### src/hdl/pim_pkg.sv
// package: constants, types and helpers of the psk transmit back end
package pim_pkg;
   localparam int unsigned CLK_HZ        = 20_000_000;
   localparam int unsigned SYM_RATE_LOW  = 150;
   localparam int unsigned SYM_RATE_HIGH = 600;
   localparam int unsigned SYM_CYC_LOW   = CLK_HZ / SYM_RATE_LOW;
   localparam int unsigned SYM_CYC_HIGH  = CLK_HZ / SYM_RATE_HIGH;
   localparam int unsigned TEST_CAR_MS   = 500;
   localparam int unsigned TEST_CAR_CYC  = (CLK_HZ / 1000) * TEST_CAR_MS;
   localparam int unsigned SHORT_COLS    = 16;
   localparam int unsigned SHORT_ROWS    = 24;
   localparam int unsigned LONG_COLS     = 24;
   localparam int unsigned LONG_ROWS     = 32;
   localparam int unsigned LONG_CELLS    = LONG_COLS * LONG_ROWS;
   localparam int unsigned MAX_MSG_BITS  = 126_000;
   localparam logic [13:0] MAX_MSG_BYTES = 14'(MAX_MSG_BITS / 8);
   localparam int unsigned FLUSH_BITS    = 16;
   localparam logic [7:0]  EOT_TEXT      = 8'h04;
   localparam logic [28:0] EOT_BIN       = 29'h18F2BD04;
   // end code then flush zeros, shifted out low bits first
   localparam logic [45:0] EOT_TEXT_SR   = 46'(EOT_TEXT);
   localparam logic [45:0] EOT_BIN_SR    = 46'(EOT_BIN);
   localparam logic [4:0]  EOT_TEXT_PRS  = 5'((8 + FLUSH_BITS) / 2);
   localparam logic [4:0]  EOT_BIN_PRS   = 5'((29 + FLUSH_BITS + 1) / 2);

   typedef enum logic [1:0] {FMT_BIN = 2'h1, FMT_TEXT = 2'h2, FMT_PSEUDO = 2'h3} pim_fmt_e;
   typedef enum logic [1:0] {ILV_NONE = 2'h0, ILV_SHORT = 2'h1, ILV_LONG = 2'h2} pim_ilv_e;
   typedef enum logic [2:0] {
      ST_IDLE = 3'h0, ST_DATA = 3'h1, ST_EOT = 3'h3,
      ST_PAD = 3'h2, ST_DRAIN = 3'h6, ST_TEST = 3'h4
   } pim_state_e;
   typedef struct packed {
      pim_fmt_e fmt;
      pim_ilv_e ilv;
      logic     hi_rate;
   } pim_cfg_s;

   // coded symbol to phase index, phase = index * 45 degrees
   function automatic logic [2:0] pim_phase(input logic [2:0] s);
      logic [2:0] p;
      p = {s[2], s[1], s[1] ^ s[0]};
      return p;
   endfunction : pim_phase

   function automatic logic [5:0] pim_rows(input pim_ilv_e m);
      return (m == ILV_LONG) ? 6'(LONG_ROWS) : 6'(SHORT_ROWS);
   endfunction : pim_rows

   function automatic logic [5:0] pim_cols(input pim_ilv_e m);
      return (m == ILV_LONG) ? 6'(LONG_COLS) : 6'(SHORT_COLS);
   endfunction : pim_cols
endpackage : pim_pkg

### src/hdl/pim_tx_mapper.sv
// psk transmit back end: pair feed, end code, interleaver, phase map, pacing
`timescale 1ns/1ps
module pim_tx_mapper
   import pim_pkg::*;
#(
   parameter int unsigned SYM_CYC_LOW_P  = SYM_CYC_LOW,
   parameter int unsigned SYM_CYC_HIGH_P = SYM_CYC_HIGH,
   parameter int unsigned TEST_CAR_CYC_P = TEST_CAR_CYC
) (
   input  wire logic       clk_sys_i,
   input  wire logic       sys_rst_i,
   input  wire logic       start_i,
   input  wire logic       test_mode_i,
   input  wire pim_cfg_s   cfg_i,
   input  wire logic [7:0] byte_i,
   input  wire logic       byte_valid_i,
   input  wire logic       byte_last_i,
   output logic            byte_ready_o,
   output logic [1:0]      pair_o,
   output logic            pair_valid_o,
   input  wire logic       pair_ready_i,
   input  wire logic [2:0] sym_i,
   input  wire logic       sym_valid_i,
   output logic            sym_ready_o,
   output logic [2:0]      phase_o,
   output logic            sym_strobe_o,
   output logic            carrier_on_o,
   output logic            len_err_o
);
   pim_state_e  st_r, st_nxt;
   pim_cfg_s    cfg_r;
   logic [7:0]  byte_sr_r;
   logic [2:0]  left_r;
   logic        last_r, byte_rdy_r, len_err_r;
   logic [13:0] byte_cnt_r;
   logic [45:0] eot_sr_r;
   logic [4:0]  eot_left_r;
   logic [1:0]  pair_r;
   logic        pair_vld_r;
   logic [9:0]  blk_cnt_r;
   logic [11:0] inflight_r;
   logic [2:0]  buf_q [2];
   logic        buf_wr_r, buf_rd_r, sym_rdy_r;
   logic [1:0]  buf_cnt_r, buf_cnt_nxt;
   logic [2:0]  ilv_mem [LONG_CELLS];
   logic [9:0]  wr_cnt_r;
   logic        rd_mode_r;
   logic [4:0]  col_r, row_r;
   logic [23:0] per_r, car_r;
   logic [2:0]  phase_r;
   logic        strobe_r, car_on_r;
   logic        emit;
   logic [1:0]  emit_pair;

   // shared decode
   wire         start_go  = start_i && (st_r == ST_IDLE);
   wire         use_ilv   = (cfg_r.ilv != ILV_NONE);
   wire         slot_free = !pair_vld_r || pair_ready_i;
   wire         pair_hs   = pair_vld_r && pair_ready_i;
   wire         byte_acc  = byte_valid_i && byte_rdy_r;
   wire [5:0]   rows      = pim_rows(cfg_r.ilv);
   wire [5:0]   cols      = pim_cols(cfg_r.ilv);
   wire [9:0]   cells     = 10'(rows) * 10'(cols);
   wire [9:0]   rd_addr   = 10'(col_r) * 10'(rows) + 10'(row_r);
   wire         tick      = (per_r == 24'h000000) && (st_r != ST_IDLE);
   wire         src_vld   = use_ilv ? rd_mode_r : (buf_cnt_r != 2'h0);
   wire [2:0]   buf_head  = buf_q[buf_rd_r];
   wire [2:0]   src_sym   = use_ilv ? ilv_mem[rd_addr] : buf_head;
   wire         tx_go     = tick && src_vld && (st_r != ST_TEST);
   wire         buf_push  = sym_valid_i && sym_rdy_r;
   // direct path drains the buffer only at symbol ticks
   wire         buf_pop   = use_ilv ? (!rd_mode_r && buf_cnt_r != 2'h0) : tx_go;
   wire         rd_last   = (col_r == 5'(cols - 6'h01)) && (row_r == 5'(rows - 6'h01));
   wire [23:0]  per_len   = cfg_r.hi_rate ? 24'(SYM_CYC_HIGH_P) : 24'(SYM_CYC_LOW_P);

   // message sequencer and pair selection
   always_comb begin
      st_nxt    = st_r;
      emit      = 1'b0;
      emit_pair = 2'h0;
      case (st_r)
         ST_IDLE: if (start_i) st_nxt = test_mode_i ? ST_TEST : ST_DATA;
         ST_DATA: begin
            if (left_r != 3'h0) begin
               emit      = slot_free;
               emit_pair = byte_sr_r[1:0];
            end else if (last_r) begin
               st_nxt = ST_EOT;
            end
         end
         ST_EOT: begin
            if (eot_left_r != 5'h00) begin
               emit      = slot_free;
               emit_pair = eot_sr_r[1:0];
            end else begin
               st_nxt = (use_ilv && blk_cnt_r != 10'h000) ? ST_PAD : ST_DRAIN;
            end
         end
         ST_PAD: begin
            if (blk_cnt_r == 10'h000) st_nxt = ST_DRAIN;
            else emit = slot_free;
         end
         // the last symbol keeps its full period before the carrier drops
         ST_DRAIN: if (inflight_r == 12'h000 && !pair_vld_r && tick) st_nxt = ST_IDLE;
         ST_TEST: if (!test_mode_i) st_nxt = ST_IDLE;
         default: st_nxt = ST_IDLE;
      endcase
   end

   // state and configuration capture
   always_ff @(posedge clk_sys_i) begin
      if (sys_rst_i) begin
         st_r  <= ST_IDLE;
         cfg_r <= '{fmt: FMT_TEXT, ilv: ILV_NONE, hi_rate: 1'b0};
      end else begin
         st_r <= st_nxt;
         // format and interleaver chosen per message
         if (start_go) cfg_r <= cfg_i;
      end
   end

   // byte intake; a stalled pair keeps the byte in place
   always_ff @(posedge clk_sys_i) begin
      if (sys_rst_i || start_go) begin
         byte_sr_r  <= 8'h00;
         left_r     <= 3'h0;
         last_r     <= 1'b0;
         byte_cnt_r <= 14'h0000;
         len_err_r  <= 1'b0;
      end else if (byte_acc) begin
         byte_sr_r  <= byte_i;
         left_r     <= 3'h4;
         byte_cnt_r <= byte_cnt_r + 14'h0001;
         // force the end once the length limit is reached
         last_r     <= byte_last_i || (byte_cnt_r == MAX_MSG_BYTES - 14'h0001);
         len_err_r  <= !byte_last_i && (byte_cnt_r == MAX_MSG_BYTES - 14'h0001);
      end else if (emit && st_r == ST_DATA) begin
         byte_sr_r <= {2'h0, byte_sr_r[7:2]};
         left_r    <= left_r - 3'h1;
      end
   end

   // ready for a byte once the previous one is fully paired out
   always_ff @(posedge clk_sys_i) begin
      if (sys_rst_i) byte_rdy_r <= 1'b0;
      else byte_rdy_r <= (st_nxt == ST_DATA) && (start_go || (!byte_acc && !last_r
                         && (left_r == 3'h0 || (left_r == 3'h1 && emit))));
   end

   // end code and flush bits, loaded per format at start
   always_ff @(posedge clk_sys_i) begin
      if (sys_rst_i) begin
         eot_sr_r   <= 46'h0;
         eot_left_r <= 5'h00;
      end else if (start_go) begin
         // long code for binary, short code otherwise
         eot_sr_r   <= (cfg_i.fmt == FMT_BIN) ? EOT_BIN_SR : EOT_TEXT_SR;
         // pair count includes sixteen flush zeros
         eot_left_r <= (cfg_i.fmt == FMT_BIN) ? EOT_BIN_PRS : EOT_TEXT_PRS;
      end else if (emit && st_r == ST_EOT) begin
         eot_sr_r   <= {2'h0, eot_sr_r[45:2]};
         eot_left_r <= eot_left_r - 5'h01;
      end
   end

   // pair output register toward the encoder
   always_ff @(posedge clk_sys_i) begin
      if (sys_rst_i) begin
         pair_r     <= 2'h0;
         pair_vld_r <= 1'b0;
      end else if (emit) begin
         pair_r     <= emit_pair;
         pair_vld_r <= 1'b1;
      end else if (pair_ready_i) begin
         pair_vld_r <= 1'b0;
      end
   end

   // block position of pairs, padding runs until it wraps
   always_ff @(posedge clk_sys_i) begin
      if (sys_rst_i || start_go) blk_cnt_r <= 10'h000;
      else if (emit) blk_cnt_r <= (blk_cnt_r == cells - 10'h001) ? 10'h000 : blk_cnt_r + 10'h001;
   end

   // symbols owed: pairs handed over minus symbols sent
   always_ff @(posedge clk_sys_i) begin
      if (sys_rst_i || start_go) inflight_r <= 12'h000;
      else inflight_r <= inflight_r + {11'h000, pair_hs} - {11'h000, tx_go};
   end

   // two-entry buffer between encoder and interleaver
   assign buf_cnt_nxt = buf_cnt_r + {1'b0, buf_push} - {1'b0, buf_pop};
   always_ff @(posedge clk_sys_i) begin
      if (sys_rst_i) begin
         buf_wr_r  <= 1'b0;
         buf_rd_r  <= 1'b0;
         buf_cnt_r <= 2'h0;
         sym_rdy_r <= 1'b0;
      end else begin
         buf_wr_r  <= buf_wr_r ^ buf_push;
         buf_rd_r  <= buf_rd_r ^ buf_pop;
         buf_cnt_r <= buf_cnt_nxt;
         sym_rdy_r <= (buf_cnt_nxt != 2'h2);
      end
   end
   // buffer storage has no reset: an entry is read only once counted
   always_ff @(posedge clk_sys_i) begin
      if (buf_push) buf_q[buf_wr_r] <= sym_i;
   end

   // interleaver storage, written in column-major address order
   always_ff @(posedge clk_sys_i) begin
      if (use_ilv && buf_pop) ilv_mem[wr_cnt_r] <= buf_head;
   end

   // block size follows the selected interleaver
   always_ff @(posedge clk_sys_i) begin
      if (sys_rst_i || start_go) begin
         // first symbol lands in the first cell
         wr_cnt_r  <= 10'h000;
         rd_mode_r <= 1'b0;
         col_r     <= 5'h00;
         row_r     <= 5'h00;
      end else if (use_ilv && buf_pop) begin
         // address = column * rows + row, so a column fills before the next
         wr_cnt_r  <= wr_cnt_r + 10'h001;
         rd_mode_r <= (wr_cnt_r == cells - 10'h001);
      end else if (use_ilv && tx_go) begin
         // walk columns of one row, then the next row
         if (rd_last) begin
            rd_mode_r <= 1'b0;
            wr_cnt_r  <= 10'h000;
            col_r     <= 5'h00;
            row_r     <= 5'h00;
         end else if (col_r == 5'(cols - 6'h01)) begin
            col_r <= 5'h00;
            row_r <= row_r + 5'h01;
         end else begin
            col_r <= col_r + 5'h01;
         end
      end
   end

   // symbol period timer; carrier hold counter
   always_ff @(posedge clk_sys_i) begin
      if (sys_rst_i || st_r == ST_IDLE) begin
         per_r <= 24'h000000;
         car_r <= 24'(TEST_CAR_CYC_P - 1);
      end else begin
         per_r <= (per_r == 24'h000000) ? per_len - 24'h000001 : per_r - 24'h000001;
         if (car_r != 24'h000000) car_r <= car_r - 24'h000001;
      end
   end

   // phase register; idle and carrier-only both sit at zero degrees
   always_ff @(posedge clk_sys_i) begin
      if (sys_rst_i || st_nxt == ST_IDLE) begin
         phase_r  <= 3'h0;
         strobe_r <= 1'b0;
      end else if (st_r == ST_TEST) begin
         // carrier first, then 0/180 toggling each symbol
         strobe_r <= tick && (car_r == 24'h000000);
         if (tick && car_r == 24'h000000) phase_r <= phase_r ^ 3'h4;
      end else begin
         strobe_r <= tx_go;
         if (tx_go) phase_r <= pim_phase(src_sym);
      end
   end

   // carrier flag follows the next state so it drops with the phase
   always_ff @(posedge clk_sys_i) begin
      if (sys_rst_i) car_on_r <= 1'b0;
      else car_on_r <= (st_nxt != ST_IDLE);
   end

   assign byte_ready_o = byte_rdy_r;
   assign pair_o       = pair_r;
   assign pair_valid_o = pair_vld_r;
   assign sym_ready_o  = sym_rdy_r;
   assign phase_o      = phase_r;
   assign sym_strobe_o = strobe_r;
   assign carrier_on_o = car_on_r;
   assign len_err_o    = len_err_r;

   chk_phase_map: assert property (@(posedge clk_sys_i) disable iff (sys_rst_i)
      (tx_go && st_nxt != ST_IDLE) |=> phase_o == pim_phase($past(src_sym)))
      else $error("phase does not match coded symbol");
   chk_pair_order: assert property (@(posedge clk_sys_i) disable iff (sys_rst_i)
      (st_r == ST_DATA && left_r == 3'h4 && emit) |=> pair_o == $past(byte_sr_r[1:0]))
      else $error("byte did not start with low pair");
   chk_eot_first: assert property (@(posedge clk_sys_i) disable iff (sys_rst_i)
      (st_r == ST_EOT && eot_left_r == EOT_TEXT_PRS && cfg_r.fmt != FMT_BIN && emit)
      |=> pair_o == EOT_TEXT[1:0] ##0 pair_valid_o)
      else $error("end code first pair wrong");
   chk_pad_zero: assert property (@(posedge clk_sys_i) disable iff (sys_rst_i)
      (st_r == ST_PAD && emit) |=> pair_o == 2'h0 && pair_valid_o)
      else $error("padding pair not zero");
   chk_no_pad: assert property (@(posedge clk_sys_i) disable iff (sys_rst_i)
      st_r == ST_PAD |-> use_ilv)
      else $error("padding without interleaver");
   chk_row_walk: assert property (@(posedge clk_sys_i) disable iff (sys_rst_i)
      (use_ilv && tx_go && !rd_last && col_r == 5'(cols - 6'h01))
      |=> col_r == 5'h00 && row_r == $past(row_r) + 5'h01)
      else $error("row-major read order broken");
   chk_fill_start: assert property (@(posedge clk_sys_i) disable iff (sys_rst_i)
      start_go |=> wr_cnt_r == 10'h000 && !rd_mode_r)
      else $error("interleaver not reset at message start");
   chk_sym_spacing: assert property (@(posedge clk_sys_i) disable iff (sys_rst_i)
      tick |=> !tick [*8])
      else $error("symbol ticks too close");
   chk_len_limit: assert property (@(posedge clk_sys_i) disable iff (sys_rst_i)
      byte_cnt_r <= MAX_MSG_BYTES && !(byte_rdy_r && byte_cnt_r == MAX_MSG_BYTES))
      else $error("message length limit exceeded");
   chk_test_carrier: assert property (@(posedge clk_sys_i) disable iff (sys_rst_i)
      (st_r == ST_TEST && car_r != 24'h000000) |-> phase_o == 3'h0)
      else $error("carrier phase not zero during hold");
endmodule : pim_tx_mapper

### config.mk
export PLATFORM = sky130hd
export DESIGN_NAME = pim_tx_mapper
export DESIGN_NICKNAME = d
export VERILOG_FILES = /design/src/hdl/pim_pkg.sv /design/src/hdl/pim_tx_mapper.sv
export SDC_FILE = /design/constraint.sdc
export NUM_CORES = 2
export LEC_CHECK = 0
export ABC_CLOCK_PERIOD_IN_PS = 12300
export BUFFER_PORTS_ARGS = -buffer_cell sky130_fd_sc_hd__buf_2
export CELL_PAD_IN_SITES_DETAIL_PLACEMENT = 0
export CELL_PAD_IN_SITES_GLOBAL_PLACEMENT = 2
export CORE_MARGIN = 2
export CORE_UTILIZATION = 25
export DETAILED_ROUTE_END_ITERATION = 10
export GPL_TIMING_DRIVEN = 0
export PLACE_DENSITY_LB_ADDON = 0.05
export SYNTH_ARGS = -nofsm -noshare
export SYNTH_HDL_FRONTEND = slang
export SYNTH_SLANG_ARGS = --single-unit
### constraint.sdc
create_clock -name clk_sys_i -period 12.3 [get_ports clk_sys_i]
set_clock_uncertainty 0.15 [all_clocks]
set_input_delay 0.615 -clock clk_sys_i [delete_from_list [all_inputs] [get_ports clk_sys_i]]
set_output_delay 0.615 -clock clk_sys_i [all_outputs]
set_load 0.01 [all_outputs]
# Word-level counts from Yosys, hierarchy flattened
# Memory sizes are Yosys's and may differ from the RTL's. A register that Yosys moved wholly into a read port is not among the register bits.
# Cells that the tools add are included.
# Widths: inputs -> output; s select.
# op_classes
n_addsub,18
mul,2
n_div,0
n_lt_le_gt_ge,0
n_eq_ne,17
shift,0
n_mux,56
bitwise_logic,6
reduce_logical,62
# op_table
cell,count
$mux 46,2
$logic_not 24->1,2
$sub 24x1->24 const B,2
$mux 3,15
$mux 10,4
$mux 5,7
$mux 29,1
$mux 24,1
$reduce_bool 24->1,1
$logic_and 1x1->1,22
$add 10x1->10 const B,2
$eq 10x10->1,2
$sub 18x1->19 const B,1
$mux 18,1
$pmux 3 s6,1
$reduce_bool 2->1,9
$mux 1,16
$mux 8,2
$sub 5x1->5 const B,3
$add 14x1->14 const B,1
$eq 14x14->1 const B,1
$add 12x1->12,1
$logic_not 12->1,1
$sub 12x1->12,1
34 further kinds,62
# word_totals
regBits,189
latch_bits,0
ram_bits,2310
romBits,0
inputBits,24
out_inout_bits,11
word_cells,193
n_memories,2
# memory_table
name,words,width,rd,rd_ports_with_merged_regs,write_ports,line,rtl
ilv_mem,768,3,1,0,1,pim_tx_mapper.sv:45,logic [2:0] ilv_mem [LONG_CELLS];
buf_q,2,3,1,1,1,pim_tx_mapper.sv:42,logic [2:0] buf_q [2];

# Depth between registers and ports, before layout
# depth
word_depth,9
ltp_mapped,22
mapped_depth_nobuf,22

# Worst setup path after synthesis
# Ideal clock, no wire load.
# synth_path
path_type,reg-to-reg
start,register buf_rd_r (netlist name)
end,"register phase_r[0], in the netlist phase_o[0]"
setup_ps,128
arrival_time_ps,6884
required_ps,12022
setup_slack_ps,5138
stages_incl_launch_ff,9
path_buffers,0
period_less_slack_ps,7162
cell_sequence,dfxtp_1 -> mux2_2 -> and2_1 -> nor3_1 -> o211a_1 -> a211oi_1 -> a41o_1 -> xor2_1 -> o41ai_2
# synth_lines
item,line,rtl
end signal: assignment,pim_tx_mapper.sv:263,if (tick && car_r == 24'h000000) phase_r <= phase_r ^ 3'h4;
end signal: assignment,pim_tx_mapper.sv:266,if (tx_go) phase_r <= pim_phase(src_sym);
end: declaration,pim_tx_mapper.sv:50,logic [2:0] phase_r;

# Final worst setup path
# layout_path
start,register cfg_r[1] in the netlist's numbering
end,"register phase_r[0], in the netlist phase_o[0]"
# layout_between
elab_chain_len,9
elab_cells_between_ends,20
cone_classes,add/sub (1); mul (1); eq/ne (1); mux (8); bitwise (1); reduce/logical (7); memory (1)
# layout_rtl
item,line,rtl
start: declaration,pim_tx_mapper.sv:31,pim_cfg_s cfg_r;
start signal: assignment,pim_tx_mapper.sv:114,"cfg_r <= '{fmt: FMT_TEXT, ilv: ILV_NONE, hi_rate: 1'b0};"
start signal: assignment,pim_tx_mapper.sv:118,if (start_go) cfg_r <= cfg_i;
$eq 2x2->1,pim_pkg.sv:46,return (m == ILV_LONG) ? 6'(LONG_ROWS) : 6'(SHORT_ROWS);
$mux 6,pim_pkg.sv:46,
$mul 5x6->10,pim_tx_mapper.sv:64,wire [9:0] rd_addr = 10'(col_r) * 10'(rows) + 10'(row_r);
$add 10x5->10,pim_tx_mapper.sv:64,
$mem_v2 768x3,--,
$mux 3,pim_tx_mapper.sv:68,wire [2:0] src_sym = use_ilv ? ilv_mem[rd_addr] : buf_head;
$xor 1x1->1,pim_pkg.sv:41,"p = {s[2], s[1], s[1] ^ s[0]};"
$mux 3,pim_tx_mapper.sv:266,
$mux 3,pim_tx_mapper.sv:260,end else if (st_r == ST_TEST) begin
# Several ways; a longest one is shown, not always the timed one. The select of a mux whose other input is x is not followed.
# A chain may end at the register's enable or synchronous reset.

==> impl_metrics.toml <==
[timing]
finalMaxSlewViolations = 21
period_minus_slack_ps = 8720
rsz0062_at_grt = "no"
relSlewSlack_pct = -3.35
max_freq_mhz = 115
setup_viol = 0
finalCritPeriodShare_pct = 70.9
finalHoldViolations = 0
worstMarginPinSlew_ps = 1550
whs_ps = 86.1

[cells_and_area]
seq_area_um2 = 72800
drive_gt1_share_pct = 18.6
fin_util_pct = 30.0
area_growth_pct = 19.7
multi_input_area_um2 = 26200
nets = 6744
num-fill-cells = 40100

[setup_path]
r2r_slack_ps = 3580
path_cells = "nand2b_1 > clkbuf_1 > ha_1 > ha_1 > ha_1 > inv_1 > fa_1 > fa_1 > inv_1 > clkbuf_1 > clkbuf_2 > nand2_1 > a21oi_1 > o21ai_0 > o311a_1 > a21oi_1 > o31ai_2 > xor2_1 > o41ai_2"
crit_required_ps = 12990
path_delay_family = "compound AO/OA/AOI/OAI gates"
cp_num_buf_inv = 5
worst_path_most_repeated_cell = "ha_1"
crit_fanout = 10
timing_worst_setup_path_type = "flop to flop"
worst-path-stages = 19
critPathArrivalTime_ps = 9410
worstSetupStartpointType = "flop"
end_kind = "flop"
timing.rr.end = "phase_o[0]"
critPathSlowestCell = "o21ai_0"
r2r-start = "cfg_r[1]"
crit_start = "cfg_r[1]"
crit_path_max_incr_delay_ps = 1110
rr_worst_depth = 19

[synthesis]
synth-main-ff-cell = "edfxtp_1"
synth_area_per_cell_um2 = 16.5
synthCells = 6159
syn-num-nets = 6245
yosysWarnings = 0
synth_top_area_share_pct = 68.2
synth_common_cells = "edfxtp_1 (2310), nor2_1 (987), mux2i_1 (434), mux4_2 (351), clkbuf_1 (251)"
ys_types = 87
netlist_area_um2 = 102000
ys_seq_area_share_pct = 71.6
synth.area.top_cells = "edfxtp_1 (68%), mux4_2 (7.8%), mux2i_1 (4.3%)"
synth_seq_cells = 2480
ys_async_sr_fraction_pct = 0
synth_edf_count = 2310
post-synth-top-count-cell = "edfxtp_1"
post-synth-top-area-cell = "edfxtp_1"

[route]
final_antenna_net_count = 0
wl_um = 576000
wl_per_cell_um = 46.7
drc = 0
vias = 64300
vias_per_cell = 5.21
firstDrtPassIters = 6
drt-initial-drc-count = 8772

[placement]
hpwl_um = 399000
portBuffers = 34
gp_congestion = 0.902

[clock_tree]
htreeDepth = 5
cts_setup_buffers = 0
clk_latency_ps = 970
clock-sinks = 2480
cts_buffer_depth = 4
path_clk_slew_ps = 60
cts-root-buf = "clkbuf_16"
numCtsBuffers = 310
cts_tree = "built"

[global_routing]
grt_pass1_wl_um = 721000
grt_max_degree = 137
overflow = 0
grt_busiest_layer = "met2"
grtUsageTotal_pct = 27.6
grt.met2_usage_pct = 44.4
grt_util_met3_pct = 4.68
antenna_found_initial = 131
first_global_vias = 62600
grt_use_met1_pct = 36.9

[die]
initial_core_util_pct = 25.1
die_x_um = 642
die_y_um = 642
io_pins = 35
fp-row-count = 234
coreArea_um2 = 406000
dieArea_um2 = 412000

[hold_path]
hold_end = "byte_sr_r[5]"
hp-start = "byte_valid_i"
whs_path_depth = 4
hold_class = "input port to flop"

[pwr]
cellLeakagePower_nw = 36.6
p_per_area_nw_per_um2 = 170
ir_drop_uv = 118

[flow_run]
cap_violations = 1

[outcome]
status = "complete, but fails checks"
violations = "capacitance limit, slew limit"
## placed cells by master (no fill, tap or decap), types with 16 or more instances in the layout
cell and count:
buf_8 35, a221oi_1 60, nand3_1 73, clkbuf_2 125, nand2_1 198, and2_1 20, mux4_1 35, nor3_1 101
o21ai_0 75, mux4_2 351, dlygate4sd3_1 22, o22ai_1 74, bufinv_16 16, a22oi_1 30, diode_2 18, buf_4 27
a211oi_1 35, nor2_1 981, nand2b_1 21, clkbuf_16 321, a21oi_1 178, inv_1 61, xnor2_1 41, buf_2 100
nand4_1 25, clkinv_2 50, o221ai_1 132, clkbuf_1 188, buf_12 86, mux2i_1 434, buf_16 45, ha_1 57
edfxtp_1 2310, dfxtp_1 170, buf_6 34, clkinv_1 71, xor2_1 39
## worst max-delay path by stage
stage / to / slack (ps)
after floorplan: phase_o[0] / 5140
after global placement: phase_o[0] / -2900
final: phase_o[0] / 3580
after CTS: phase_o[2] / 3670
after detailed placement: phase_o[2] / 3690
after global routing: phase_o[0] / 3510
## layout make-up
| type | count | share of cell area, % |
|---|---|---|
| buffer | 423 | 2.25 |
| clock buffer | 387 | 6.83 |
| clock inverter | 169 | 1.10 |
| tap | 5428 | 5.58 |
| timing repair buffer | 187 | 2.67 |
| multi-input combinational | 3194 | 21.5 |
| antenna | 18 | 0.0370 |
| sequential | 2480 | 59.8 |
| inverter | 62 | 0.191 |
## where the power goes
| group | internal (W) | switching, W |
|---|---|---|
| sequential | 0.00986 | 0.0000509 |
| clock | 0.00512 | 0.00387 |
| combinational | 0.000401 | 0.00132 |
## metal layers
layer	part of all wire, %	wire (um)
met5	0.0049	28
met4	4.6	26400
met3	6.7	38500
met2	46	267000
met1	42	244000
## flip-flops by register name (all words and copies together) (netlist names), 2 cells and up
register / flops
blk_cnt_r: 10
buf_cnt_r: 2
buf_q: 6
byte_cnt_r: 14
byte_sr_r: 8
car_r: 24
cfg_r: 3
col_r: 5
eot_left_r: 5
eot_sr_r: 27
ilv_mem: 2304
inflight_r: 12
left_r: 3
pair_o: 2
per_r: 24
phase_o: 3
row_r: 5
st_r: 3
wr_cnt_r: 10
## logic make-up after synthesis
logic type                 synth area share (%)
DFF                                        71.6
and+or+nand+nor                            6.35
muxes                                      13.1
AOI/OAI and AO/OA                          4.67
buffers and inverters                      2.75
xor gates and xnor gates                  0.715
adders and majority gates                 0.800
other                                   0.00369
## tightest hold or removal path, stage by stage
cell      delay [ps]
buf_2             80
nand2_1          200
nor2_1           160
a211oi_1          50
## through the flow
stage          TNS [ps]  power [W]  worst slack, ps  std cells  cell area [um^2]
2_1_floorplan         0     0.0112             5140       6159            102000
3_3_place_gp   -5116880     0.0123            -2900      11600            109000
3_5_place_dp          0     0.0118             3690      11800            112000
4_1_cts               0     0.0208             3670      12300            122000
5_1_grt               0     0.0212             3510      12300            122000
6_report              0     0.0206             3580      12300            122000
## what timing repair did
item	4_1_cts	5_1_grt
endpoints found under the hold margin	24	0
hold buffers	22	0
gates resized for setup	0	0
Note: power is estimated with default switching activity, not from simulation.
